**config.mk**
```make
export PLATFORM = sky130hd
export DESIGN_NAME = fsp_protect
export DESIGN_NICKNAME = d
export VERILOG_FILES = /design/src/fsp_tail.sv /design/src/fsp_pkg.sv /design/src/fsp_protect.sv
export SDC_FILE = /design/constraint.sdc
export NUM_CORES = 1
export LEC_CHECK = 0
export BUFFER_PORTS_ARGS = -buffer_cell sky130_fd_sc_hd__buf_2
export CAP_MARGIN = 30
export CORE_MARGIN = 1.5
export CORE_UTILIZATION = 59
export DETAILED_ROUTE_END_ITERATION = 10
export GPL_TIMING_DRIVEN = 0
export HOLD_SLACK_MARGIN = 0.06
export PLACE_DENSITY = 0.88
export SKIP_LAST_GASP = 1
export SLEW_MARGIN = 0
export SYNTH_ARGS = -nofsm -noshare
export SYNTH_HDL_FRONTEND = slang
export SYNTH_SLANG_ARGS = --single-unit
```
**constraint.sdc**
```tcl
create_clock -name ref_clk -period 7.2 [get_ports ref_clk]
set_clock_uncertainty 0.1 [all_clocks]
set_input_delay 0.72 -clock ref_clk [delete_from_list [all_inputs] [get_ports ref_clk]]
set_output_delay 0.72 -clock ref_clk [all_outputs]
set_load 0.05 [all_outputs]
```
**src/fsp_tail.sv**
```systemverilog
`timescale 1ns/1ns
```
**src/fsp_pkg.sv**
```systemverilog
package fsp_pkg;

	// ==========================================================
	// clock and timing
	localparam int CLK_PERIOD_NS = 100;
	localparam int UNLOCK_GAP_NS = 1000;
	// least spacing between unlock attempts, rounded up
	localparam int UNLOCK_GAP_CYC = (UNLOCK_GAP_NS + CLK_PERIOD_NS - 1) / CLK_PERIOD_NS;
	localparam int UNLOCK_TIME_NS = 1000;
	// unlock completion time, rounded down
	localparam int UNLOCK_TIME_CYC = UNLOCK_TIME_NS / CLK_PERIOD_NS;
	localparam int POLL_CYC = 4;

	// ==========================================================
	// register byte offsets
	localparam logic [7:0] OFF_CMD = 8'h00;
	localparam logic [7:0] OFF_SEL = 8'h04;
	localparam logic [7:0] OFF_SECT = 8'h08;
	localparam logic [7:0] OFF_STATUS = 8'h0c;
	localparam logic [7:0] OFF_PWD = 8'h10;
	localparam logic [7:0] OFF_UBUF = 8'h20;

	// ==========================================================
	// command register fields and opcodes
	localparam int CMD_OP_LSB = 0;
	localparam int CMD_SECT_LSB = 8;
	localparam logic [3:0] OP_PROT_ENTER = 4'h1;
	localparam logic [3:0] OP_PROT_EXIT = 4'h2;
	localparam logic [3:0] OP_DYN_SET = 4'h3;
	localparam logic [3:0] OP_DYN_CLR = 4'h4;
	localparam logic [3:0] OP_PERS_PROG = 4'h5;
	localparam logic [3:0] OP_PERS_ERASE = 4'h6;
	localparam logic [3:0] OP_FREEZE_SET = 4'h7;
	localparam logic [3:0] OP_PWD_UNLOCK = 4'h8;
	localparam logic [3:0] OP_PWD_MODE_LOCK = 4'h9;
	localparam logic [3:0] OP_PERS_MODE_LOCK = 4'ha;
	localparam logic [3:0] OP_ARRAY_PE = 4'hb;

	// ==========================================================
	// status register bit positions
	localparam int ST_FREEZE = 0;
	localparam int ST_PWD_MODE = 1;
	localparam int ST_PERS_MODE = 2;
	localparam int ST_PROT_MODE = 3;
	localparam int ST_UNLOCK_BUSY = 4;
	localparam int ST_LOCKOUT = 5;
	localparam int ST_WP_PIN = 6;
	localparam int ST_INHIBIT = 7;
	localparam int ST_REFUSED = 8;
	localparam int ST_PWD_TIMEOUT = 9;
	localparam int ST_UNLOCK_FAIL = 10;

	// sector status bit positions
	localparam int SS_VOLATILE = 0;
	localparam int SS_PERSISTENT = 1;
	localparam int SS_PROTECTED = 2;
	localparam int SS_WP_FORCED = 3;

	// ==========================================================
	// reset values
	localparam logic RST_FREEZE_OPEN = 1'b1;
	localparam logic [15:0] RST_PWD_WORD = 16'hffff;
	localparam logic RST_PERS_BIT = 1'b1;

endpackage : fsp_pkg

```
**src/fsp_protect.sv**
```systemverilog
// Decided for this implementation: the register addresses and the APB slave port.
`timescale 1ns/1ns
module fsp_protect
	import fsp_pkg::*;
#(
	parameter int N_SECT = 16
)
(
	input wire logic ref_clk,
	input wire logic reset,
	input wire logic pwr_on_reset,
	input wire logic psel,
	input wire logic penable,
	input wire logic pwrite,
	input wire logic [7:0] paddr,
	input wire logic [31:0] pwdata,
	output logic [31:0] prdata,
	output logic pready,
	output logic pslverr,
	input wire logic write_protect_accel_pin_n,
	input wire logic supply_lockout_level,
	input wire logic we_n,
	input wire logic ce_n,
	input wire logic oe_n,
	input wire logic volatile_lock_boot_opt,
	output logic array_pe_go,
	output logic [7:0] array_pe_sector,
	output logic status_poll,
	output logic first_bank_block,
	output logic global_persistent_freeze
);

	localparam int SW = (N_SECT > 1) ? $clog2(N_SECT) : 1;

	// ==========================================================
	// elaboration checks
	initial
	begin
		if (N_SECT < 4 || N_SECT > 256)
			$error("N_SECT must lie in 4..256");
		if (UNLOCK_GAP_CYC > 255 || UNLOCK_TIME_CYC > 255 || UNLOCK_TIME_CYC < 1)
			$error("timing counts do not fit 8-bit counters");
	end

	// ==========================================================
	// helpers
	// four outermost boot sectors: two at each end
	function automatic logic fsp_outer(input logic [SW-1:0] idx);
		fsp_outer = (idx < SW'(2)) || (idx >= SW'(N_SECT - 2));
	endfunction : fsp_outer

	function automatic logic fsp_bit_prot(input logic pers, input logic vol);
		fsp_bit_prot = !pers || !vol;
	endfunction : fsp_bit_prot

	function automatic logic fsp_mapped(input logic [7:0] a);
		fsp_mapped = (a[1:0] == 2'b00) && (a <= (OFF_UBUF + 8'h0c));
	endfunction : fsp_mapped

	// ==========================================================
	// pin synchronisers
	// order: wp_n, lockout, we_n, ce_n, oe_n, boot option
	logic [5:0] pin_meta_ff, pin_sync_ff;
	always_ff @(posedge ref_clk)
	begin
		pin_meta_ff <= {write_protect_accel_pin_n, supply_lockout_level, we_n, ce_n, oe_n, volatile_lock_boot_opt};
		pin_sync_ff <= pin_meta_ff;
	end
	logic s_wp_n, s_lockout, s_we_n, s_ce_n, s_oe_n, s_boot_opt;
	assign {s_wp_n, s_lockout, s_we_n, s_ce_n, s_oe_n, s_boot_opt} = pin_sync_ff;
	logic rst_any;
	assign rst_any = reset || pwr_on_reset;
	// ==========================================================
	// power-up write inhibit
	logic inhibit_ff;
	// power-up inhibit
	// held until we_n or ce_n is seen high or oe_n is seen low, so a write enable rising edge starts nothing
	always_ff @(posedge ref_clk)
	begin
		if (rst_any)
			inhibit_ff <= 1'b1;
		else if (s_we_n || s_ce_n || !s_oe_n)
			inhibit_ff <= 1'b0;
	end

	// ==========================================================
	// apb slave: one wait state so every output is a flip-flop
	logic pready_ff, pslverr_ff, wr_blocked, acc_done, wr_go;
	logic [31:0] prdata_ff, rd_data;
	assign wr_blocked = s_lockout || inhibit_ff;
	assign acc_done = psel && penable && pready_ff;
	assign wr_go = acc_done && pwrite && fsp_mapped(paddr) && !wr_blocked;

	always_ff @(posedge ref_clk)
	begin
		if (rst_any)
		begin
			pready_ff <= 1'b0;
			pslverr_ff <= 1'b0;
			prdata_ff <= 32'h0;
		end
		else
		begin
			pready_ff <= psel && penable && !pready_ff;
			pslverr_ff <= psel && penable && !pready_ff
				&& (!fsp_mapped(paddr) || (pwrite && wr_blocked));
			prdata_ff <= (psel && penable && !pready_ff && !pwrite) ? rd_data : 32'h0;
		end
	end

	// ==========================================================
	// protection state
	logic [N_SECT-1:0] vol_ff, pers_ff;
	logic freeze_ff, pwd_mode_ff, pers_mode_ff, prot_mode_ff;
	logic [15:0] pwd_ff [4];
	logic [15:0] ubuf_ff [4];
	logic [SW-1:0] sel_ff;
	logic [7:0] gap_cnt_ff, unlock_cnt_ff, pe_sect_ff;
	logic [2:0] poll_cnt_ff;
	logic refused_ff, pwd_to_ff, ufail_ff, pe_go_ff, poll_ff;
	// command decode
	logic cmd_go, cmd_needs_mode, cmd_ok, pwd_match;
	logic [3:0] cmd_op;
	logic [SW-1:0] cmd_sect;
	logic [1:0] wsel;
	assign cmd_go = wr_go && (paddr == OFF_CMD);
	assign cmd_op = pwdata[CMD_OP_LSB +: 4];
	assign cmd_sect = pwdata[CMD_SECT_LSB +: SW];
	assign cmd_needs_mode = (cmd_op != OP_PROT_ENTER) && (cmd_op != OP_ARRAY_PE);
	assign cmd_ok = cmd_go && (!cmd_needs_mode || prot_mode_ff);
	// word select from low word address bits
	assign wsel = paddr[3:2];
	assign pwd_match = {ubuf_ff[3], ubuf_ff[2], ubuf_ff[1], ubuf_ff[0]}
		== {pwd_ff[3], pwd_ff[2], pwd_ff[1], pwd_ff[0]};
	logic unlock_try, unlock_take, pers_blocked, pe_prot, pwd_wr, pwd_bad;
	assign unlock_try = cmd_ok && (cmd_op == OP_PWD_UNLOCK);
	// attempts inside the guard interval are refused
	assign unlock_take = unlock_try && pwd_mode_ff && (gap_cnt_ff == 8'h0) && (unlock_cnt_ff == 8'h0);
	assign pers_blocked = !freeze_ff;
	// pin low overrides the bit scheme on outer sectors
	assign pe_prot = fsp_bit_prot(pers_ff[cmd_sect], vol_ff[cmd_sect])
		|| (!s_wp_n && fsp_outer(cmd_sect));
	// password frozen once its mode lock is set
	assign pwd_wr = wr_go && (paddr[7:4] == OFF_PWD[7:4]) && prot_mode_ff && !pwd_mode_ff;
	assign pwd_bad = pwd_wr && |(pwdata[15:0] & ~pwd_ff[wsel]);

	// volatile locks and sector select
	always_ff @(posedge ref_clk)
	begin
		if (rst_any)
		begin
			vol_ff <= {N_SECT{s_boot_opt}};
			sel_ff <= '0;
		end
		else
		begin
			if (wr_go && paddr == OFF_SEL)
				sel_ff <= pwdata[SW-1:0];
			if (cmd_ok && cmd_op == OP_DYN_SET)
				vol_ff[cmd_sect] <= 1'b0;
			else if (cmd_ok && cmd_op == OP_DYN_CLR)
				vol_ff[cmd_sect] <= 1'b1;
		end
	end

	// non-volatile state survives reset; only power-on initialises it
	always_ff @(posedge ref_clk)
	begin
		if (pwr_on_reset)
		begin
			pers_ff <= {N_SECT{RST_PERS_BIT}};
			pwd_mode_ff <= 1'b0;
			pers_mode_ff <= 1'b0;
			for (int i = 0; i < 4; i++)
				pwd_ff[i] <= RST_PWD_WORD;
		end
		else
		begin
			// program only while freeze is open
			if (cmd_ok && cmd_op == OP_PERS_PROG && !pers_blocked)
				pers_ff[cmd_sect] <= 1'b0;
			else if (cmd_ok && cmd_op == OP_PERS_ERASE && !pers_blocked)
				pers_ff <= {N_SECT{1'b1}};
			// the two mode locks exclude each other
			if (cmd_ok && cmd_op == OP_PWD_MODE_LOCK && !pers_mode_ff)
				pwd_mode_ff <= 1'b1;
			if (cmd_ok && cmd_op == OP_PERS_MODE_LOCK && !pwd_mode_ff)
				pers_mode_ff <= 1'b1;
			if (pwd_wr)
				pwd_ff[wsel] <= pwd_ff[wsel] & pwdata[15:0];
		end
	end

	// global freeze and entry mode
	always_ff @(posedge ref_clk)
	begin
		if (rst_any)
		begin
			// password mode closes freeze at reset
			freeze_ff <= pwr_on_reset ? RST_FREEZE_OPEN : !pwd_mode_ff;
			prot_mode_ff <= 1'b0;
		end
		else
		begin
			// freeze set closes all persistent locks
			if (cmd_ok && cmd_op == OP_FREEZE_SET)
				freeze_ff <= 1'b0;
			// open after the unlock time elapses
			else if (unlock_cnt_ff == 8'h1 && !s_lockout)
				freeze_ff <= 1'b1;
			// lockout drops back to array read
			if (s_lockout)
				prot_mode_ff <= 1'b0;
			else if (cmd_go && cmd_op == OP_PROT_ENTER)
				prot_mode_ff <= 1'b1;
			else if (cmd_ok && cmd_op == OP_PROT_EXIT)
				prot_mode_ff <= 1'b0;
		end
	end

	// unlock buffer, guard and completion counters
	always_ff @(posedge ref_clk)
	begin
		if (rst_any)
		begin
			gap_cnt_ff <= 8'h0;
			unlock_cnt_ff <= 8'h0;
			for (int i = 0; i < 4; i++)
				ubuf_ff[i] <= 16'h0;
		end
		else
		begin
			if (wr_go && paddr[7:4] == OFF_UBUF[7:4])
				ubuf_ff[wsel] <= pwdata[15:0];
			// guard interval restarts on every accepted attempt
			if (unlock_take)
				gap_cnt_ff <= 8'(UNLOCK_GAP_CYC);
			else if (gap_cnt_ff != 8'h0)
				gap_cnt_ff <= gap_cnt_ff - 8'h1;
			// only a matching password reopens the freeze
			if (s_lockout)
				unlock_cnt_ff <= 8'h0;
			else if (unlock_take && pwd_match)
				unlock_cnt_ff <= 8'(UNLOCK_TIME_CYC);
			else if (unlock_cnt_ff != 8'h0)
				unlock_cnt_ff <= unlock_cnt_ff - 8'h1;
		end
	end

	// sticky error flags, write one to clear; a new event beats the clear
	logic st_clr;
	assign st_clr = wr_go && paddr == OFF_STATUS;
	always_ff @(posedge ref_clk)
	begin
		if (rst_any)
		begin
			refused_ff <= 1'b0;
			pwd_to_ff <= 1'b0;
			ufail_ff <= 1'b0;
		end
		else
		begin
			if ((cmd_go && !cmd_ok) || (unlock_try && !unlock_take)
				|| (cmd_ok && (cmd_op == OP_PERS_PROG || cmd_op == OP_PERS_ERASE) && pers_blocked))
				refused_ff <= 1'b1;
			else if (st_clr && pwdata[ST_REFUSED])
				refused_ff <= 1'b0;
			if (pwd_bad)
				pwd_to_ff <= 1'b1;
			else if (st_clr && pwdata[ST_PWD_TIMEOUT])
				pwd_to_ff <= 1'b0;
			if (unlock_take && !pwd_match)
				ufail_ff <= 1'b1;
			else if (st_clr && pwdata[ST_UNLOCK_FAIL])
				ufail_ff <= 1'b0;
		end
	end

	// ==========================================================
	// array program/erase gate
	// protected target: status poll only, no array strobe
	always_ff @(posedge ref_clk)
	begin
		if (rst_any)
		begin
			pe_go_ff <= 1'b0;
			pe_sect_ff <= 8'h0;
			poll_cnt_ff <= 3'h0;
			poll_ff <= 1'b0;
		end
		else
		begin
			pe_go_ff <= cmd_ok && cmd_op == OP_ARRAY_PE && !pe_prot;
			if (cmd_ok && cmd_op == OP_ARRAY_PE)
				pe_sect_ff <= 8'(cmd_sect);
			if (s_lockout)
				poll_cnt_ff <= 3'h0;
			else if (cmd_ok && cmd_op == OP_ARRAY_PE && pe_prot)
				poll_cnt_ff <= 3'(POLL_CYC);
			else if (poll_cnt_ff != 3'h0)
				poll_cnt_ff <= poll_cnt_ff - 3'h1;
			poll_ff <= !s_lockout && ((cmd_ok && cmd_op == OP_ARRAY_PE && pe_prot) || poll_cnt_ff > 3'h1); // next count not zero
		end
	end

	// ==========================================================
	// read mux
	always_comb
	begin
		rd_data = 32'h0;
		case (paddr)
			OFF_SEL: rd_data[SW-1:0] = sel_ff;
			OFF_SECT:
			begin
				rd_data[SS_VOLATILE] = vol_ff[sel_ff];
				rd_data[SS_PERSISTENT] = pers_ff[sel_ff];
				rd_data[SS_PROTECTED] = fsp_bit_prot(pers_ff[sel_ff], vol_ff[sel_ff]);
				// volatile bit only matters when persistent is 1
				rd_data[SS_WP_FORCED] = !s_wp_n && fsp_outer(sel_ff);
			end
			OFF_STATUS:
			begin
				rd_data[ST_FREEZE] = freeze_ff;
				rd_data[ST_PWD_MODE] = pwd_mode_ff;
				rd_data[ST_PERS_MODE] = pers_mode_ff;
				rd_data[ST_PROT_MODE] = prot_mode_ff;
				rd_data[ST_UNLOCK_BUSY] = unlock_cnt_ff != 8'h0;
				rd_data[ST_LOCKOUT] = s_lockout;
				rd_data[ST_WP_PIN] = s_wp_n;
				rd_data[ST_INHIBIT] = inhibit_ff;
				rd_data[ST_REFUSED] = refused_ff;
				rd_data[ST_PWD_TIMEOUT] = pwd_to_ff;
				rd_data[ST_UNLOCK_FAIL] = ufail_ff;
			end
			default:
			begin
				// password hidden once mode lock is set
				if (paddr[7:4] == OFF_PWD[7:4] && !pwd_mode_ff && prot_mode_ff)
					rd_data[15:0] = pwd_ff[wsel];
			end
		endcase
	end

	// ==========================================================
	// outputs
	logic bank_block_ff;
	// entry mode blocks the first bank only
	always_ff @(posedge ref_clk)
	begin
		if (rst_any)
			bank_block_ff <= 1'b0;
		else
			bank_block_ff <= prot_mode_ff && !s_lockout;
	end

	assign prdata = prdata_ff;
	assign pready = pready_ff;
	assign pslverr = pslverr_ff;
	assign array_pe_go = pe_go_ff;
	assign array_pe_sector = pe_sect_ff;
	assign status_poll = poll_ff;
	assign first_bank_block = bank_block_ff;
	assign global_persistent_freeze = freeze_ff;

endmodule : fsp_protect

```
Word level (Yosys, flattened, before mapping)
Memories as Yosys holds them, arrays and structs flattened.
Index checks and enable logic that the tools add are counted.
W data, S select, Z words.

storage, ports and cells
  register bits after elaboration = 116
  bits in latches = 0
  RAM bits = 128
  memory bits (read-only) = 0
  bits of input ports = 52
  word-level logic and storage cells = 241
  memories kept = 2

memories
  memory   words  width  read ports  clocked after Yosys merged registers in  write ports  line                source
  pwd_ff   4      16     5           0                                        4            fsp_protect.sv:115  logic [15:0] pwd_ff [4];
  ubuf_ff  4      16     4           0                                        4            fsp_protect.sv:116  logic [15:0] ubuf_ff [4];

operators by class
  add/sub/neg operators = 3
  multipliers = 0
  divide/modulo/power cells = 0
  magnitude comparators = 9
  equal/unequal tests = 20
  shift operators = 0
  multiplexer cells = 52
  bitwise gates (word level) = 9
  reduce and logical (&&, ||, !) cells = 118

operators with widths
  operator               count
  $mux W16               7
  $and A16 B16 Y16       4
  $eq A64 B64 Y1         1
  $logic_and A1 B1 Y1    57
  $reduce_or A16 Y1      3
  $not A16 Y16           2
  $mux W1                29
  $logic_not A8 Y1       3
  $logic_not A1 Y1       19
  $bmux W1 S4            4
  $eq A4 B3 Y1 const B   4
  $eq A4 B4 Y1 const B   4
  $eq A8 B4 Y1 const B   2
  $mux W4                4
  $or A16 B16 Y16        1
  $reduce_bool A2 Y1     8
  $reduce_bool A8 Y1     2
  $sub A8 B1 Y8 const B  2
  $logic_or A1 B1 Y1     15
  $pmux W7 S2            1
  $eq A4 B2 Y1 const B   3
  $pmux W4 S3            1
  $mux W11               1
  $lt A4 B5 Y1 const B   2
  20 further kinds       32

Longest topological paths before layout
  depth in word-level cells = 16
  mapped depth = 8

Worst setup path after synthesis
No wires, ideal clock.

  path kind = input port to flip-flop
  start point = input port paddr[7]
  end point = memory ubuf_ff[1][0] (enable)
  setup time = 0.411 ns
  arrival = 3.431 ns
  path slack = 3.257 ns
  cell stages on the path = 6
  path through = or4_4 a2111o_4 buf_4 nor2_1 nand2_1 o21ai_0

RTL lines
  what         line                source
  from (decl)  fsp_protect.sv:15   input wire logic [7:0] paddr,
  to (decl)    fsp_protect.sv:116

Worst setup path after layout
  start point = input port paddr[3]
  end point = register prdata_ff[0] (netlist: prdata[0])

between the ends
  cells in the longest elaborated chain, start to end = 3
  elaborated cells between the ends (all ways) = 6
  those cells by class = eq/ne (3); mux (2); memory (1)

ends and longest elaborated chain
  what                  line                source
  $mem_v2 Z4 W16        --
  $mux W11              fsp_protect.sv:338  if (paddr[7:4] == OFF_PWD[7:4] && !pwd_mode_ff && prot_mode_ff)
  $pmux W4 S3 *         fsp_protect.sv:311  case (paddr)
  to (signal assigned)  fsp_protect.sv:107  prdata_ff <= (psel && penable && !pready_ff && !pwrite) ? rd_data : 32'h0;
  to (decl)             fsp_protect.sv:89   logic [31:0] prdata_ff, rd_data;

Every way passes the cells marked *; elsewhere a longest branch is shown, timed or not.
A chain may end at the register's enable or synchronous reset.

==> results.md <==
- DPL Wire Length: 22400 um
- Vias in the first global route: 8634
- Post-synth cell types: 69
- Core Area: 18600 um2
- CP delay by family, top: buffers and inverters
- Largest net degree at the start of global routing: 17
- Max-cap violations: 0
- Final Total Pwr: 3090 uW
- Die outline area: 19700 um2
- Finish-stage setup viols: 0
- Synth top area share: 39.1%
- Total CTS buffers: 23
- Setup CP Type: in2reg
- Post-CTS Setup Bufs: 0
- First-pass GRT wire length: 48300 um
- RSZ-0062 raised after global routing: false
- Crit share post-route: 46.8%
- Setup crit start kind: primary input
- Fmax: 297 MHz
- Post-Syn Area per Cell: 11.1 um2
- Worst skew pair latency: 0.52 ns
- Setup_tns: 0 ns
- Critical path data arrival time: 3.67 ns
- ANT nets after route: 0
- Crit path top cell by count: buf_2
- Initial antenna violation count: 0
- Ports: 98
- Critical Path Max Stage Delay: 0.67 ns
- CTS tree: built
- Worst hold slack: 0.196 ns
- Nets: 1168
- Final hold viol count: 0
- Via count: 8724
- Area leader, netlist: edfxtp_1
- Drt wl/cell: 23.5 um
- Cell Area, Synth: 11100 um2
- Fin crit period: 3.37 ns
- Slew Limit Fails: 0
- Syn Inst Count: 1006
- CP required: 7.50 ns
- Number of remaining DRC errors: 0
- Post-synthesis sequential area ratio: 54.1%
- Clock root cell: clkbuf_16
- Starting DRT DRC Count: 1265
- Area delta synth->final: 13.8%
- Clk sinks: 228
- Cell Pwr Density: 244 nW/um2
- Clock Tree Buf Depth: 3
- VDD IR max: 227 uV
- Slowest library cell on the worst path: nor2b_1
- EDFF count, synth: 145
- CP Capture Type: flop
- Max-slew headroom: 34.6%
- Worst min-delay path class: in2reg
- Hold buffer count at CTS: 0
- Status: finished clean
- Async S/R FF share, synth: 0%
- Layout cells sized above 1: 17.9%
- Reg clk slew, reported paths: 0.06 ns
- GP Congestion: 0.973
- First-pass DRT Iterations: 6
- Die W: 140 um
- Worst-path cell chain: buf_2, buf_2, buf_2, buf_2, nor2b_1, clkbuf_1, nand3_1, o221ai_1
- Placed cell area: 11800 um2
- Lkg Pwr: 0.00460 uW
- Largest fanout on the critical path: 10
- Design area: 12700 um2
- # resized after CTS: 0
- Fin util: 68.2%
- Via density: 6.41
- Primary FF master, synth: edfxtp_1
- Initial core utilization: 59.9%
- CTS H-tree depth: 1
- Syn. warnings: 0
- Tightest Pin Transition: 0.981 ns
- Die Ht: 140 um
- GRT Util Overall: 32.5%
- Port bufs: 56
- Synth top area cells: edfxtp_1 (39%), dfxtp_1 (15%), xnor2_1 (5.8%)
- Site Rows: 50
- Global route overflow: 0
- Buf/Inv on CP: 5
- FF+latch count, synth: 228
- WL final: 32000 um
==> where the power goes <==
part	switching, uW	leakage, uW	internal (uW)	total [uW]
Clock	513	0.000406	790	1300
Sequential	27.5	0.00199	1430	1460
Combinational	206	0.00221	120	326
Total	747	0.00460	2340	3090
==> cell families after synthesis <==
kind of cell               count (synthesis)  share of synthesized area [%]
and+or+nand+nor                          416                           19.6
other                                      1                         0.0337
DFF                                      228                           54.1
AOI/OAI and AO/OA                        125                           7.66
muxes                                     57                           7.59
buffers and inverters                     96                           4.28
xor gates and xnor gates                  77                           6.06
adders and majority gates                  6                          0.675
==> metrics by stage <==
| stage | setup WS [ns] | std cells |
|---|---|---|
| after floorplan | 3.26 | 1025 |
| after global placement | 1.99 | 1315 |
| after detailed placement | 3.41 | 1318 |
| after CTS | 3.91 | 1359 |
| after global routing | 3.84 | 1360 |
| final | 3.83 | 1361 |
==> layout by cell type (no fill, tap or decap), types with 10 or more instances in the layout <==
cell,n
edfxtp_1,145
nand2_1,133
dfxtp_1,83
nor2_1,77
xnor2_1,74
buf_2,70
and3_1,36
clkbuf_1,32
and2_1,31
a21oi_1,30
mux2i_1,27
nand3_1,24
buf_4,24
clkbuf_16,23
mux4_2,21
nand4_1,20
conb_1,20
o21ai_0,19
inv_1,18
nor4_1,17
a31oi_1,11
nor3_1,11
nor2b_1,10
or2_2,10
o31ai_1,10
==> metal layers <==
layer | track usage, % | up-vias | wire length [um]
li1 | - | 3819 | -
met1 | 40.8 | 4089 | 11500
met2 | 53.8 | 657 | 15000
met3 | 6.80 | 159 | 3720
met4 | 16.3 | 0 | 1830
met5 | 0 | - | 0
==> sequential cells by signal (all words and copies together) (netlist names), 3 cells and up, named ones only <==
| register | count |
|---|---|
| array_pe_sector | 4 |
| gap_cnt_ff | 8 |
| pers_ff | 16 |
| pin_meta_ff | 6 |
| pin_sync_ff | 6 |
| poll_cnt_ff | 3 |
| prdata | 16 |
| pwd_ff | 64 |
| sel_ff | 4 |
| ubuf_ff | 64 |
| unlock_cnt_ff | 8 |
==> layout make-up <==
class                      count  area (um2)
sequential                   228        6020
fill                        1315        5910
multi-input combinational    701        4720
clock buffer                  31         666
buffer                        77         405
timing repair buffer          60         338
tap                          234         293
clock inverter                10         154
inverter                      19        71.3
antenna                        1        2.50
==> synthesized netlist by cell type, drive strengths merged (18+ instances only) <==
library cell	instances
xnor2	74
and3	36
mux4	21
nor2	78
mux2i	27
and2	31
dfxtp	83
o21ai	23
edfxtp	145
a21oi	30
clkbuf	31
nand2	133
nor4	22
nand3	24
buf	46
inv	18
nand4	20
==> worst paths after layout <==
| check | startpoint | endpoint | slack, ns | cells after the start |
|---|---|---|---|---|
| setup / recovery | paddr[3] | prdata[0]$_SDFF_PP0_ | 3.83 | 8 |
| hold / removal | volatile_lock_boot_opt | pin_meta_ff[0]$_DFF_P_ | 0.20 | 1 |
| setup reg to reg | pin_sync_ff[4]$_DFF_P_ | ubuf_ff[0][9]$_SDFFCE_PN0P_ | 4.24 | 6 |
| hold reg to reg | pin_meta_ff[4]$_DFF_P_ | pin_sync_ff[4]$_DFF_P_ | 0.23 | 0 |
(Power assumes the default switching activity.)
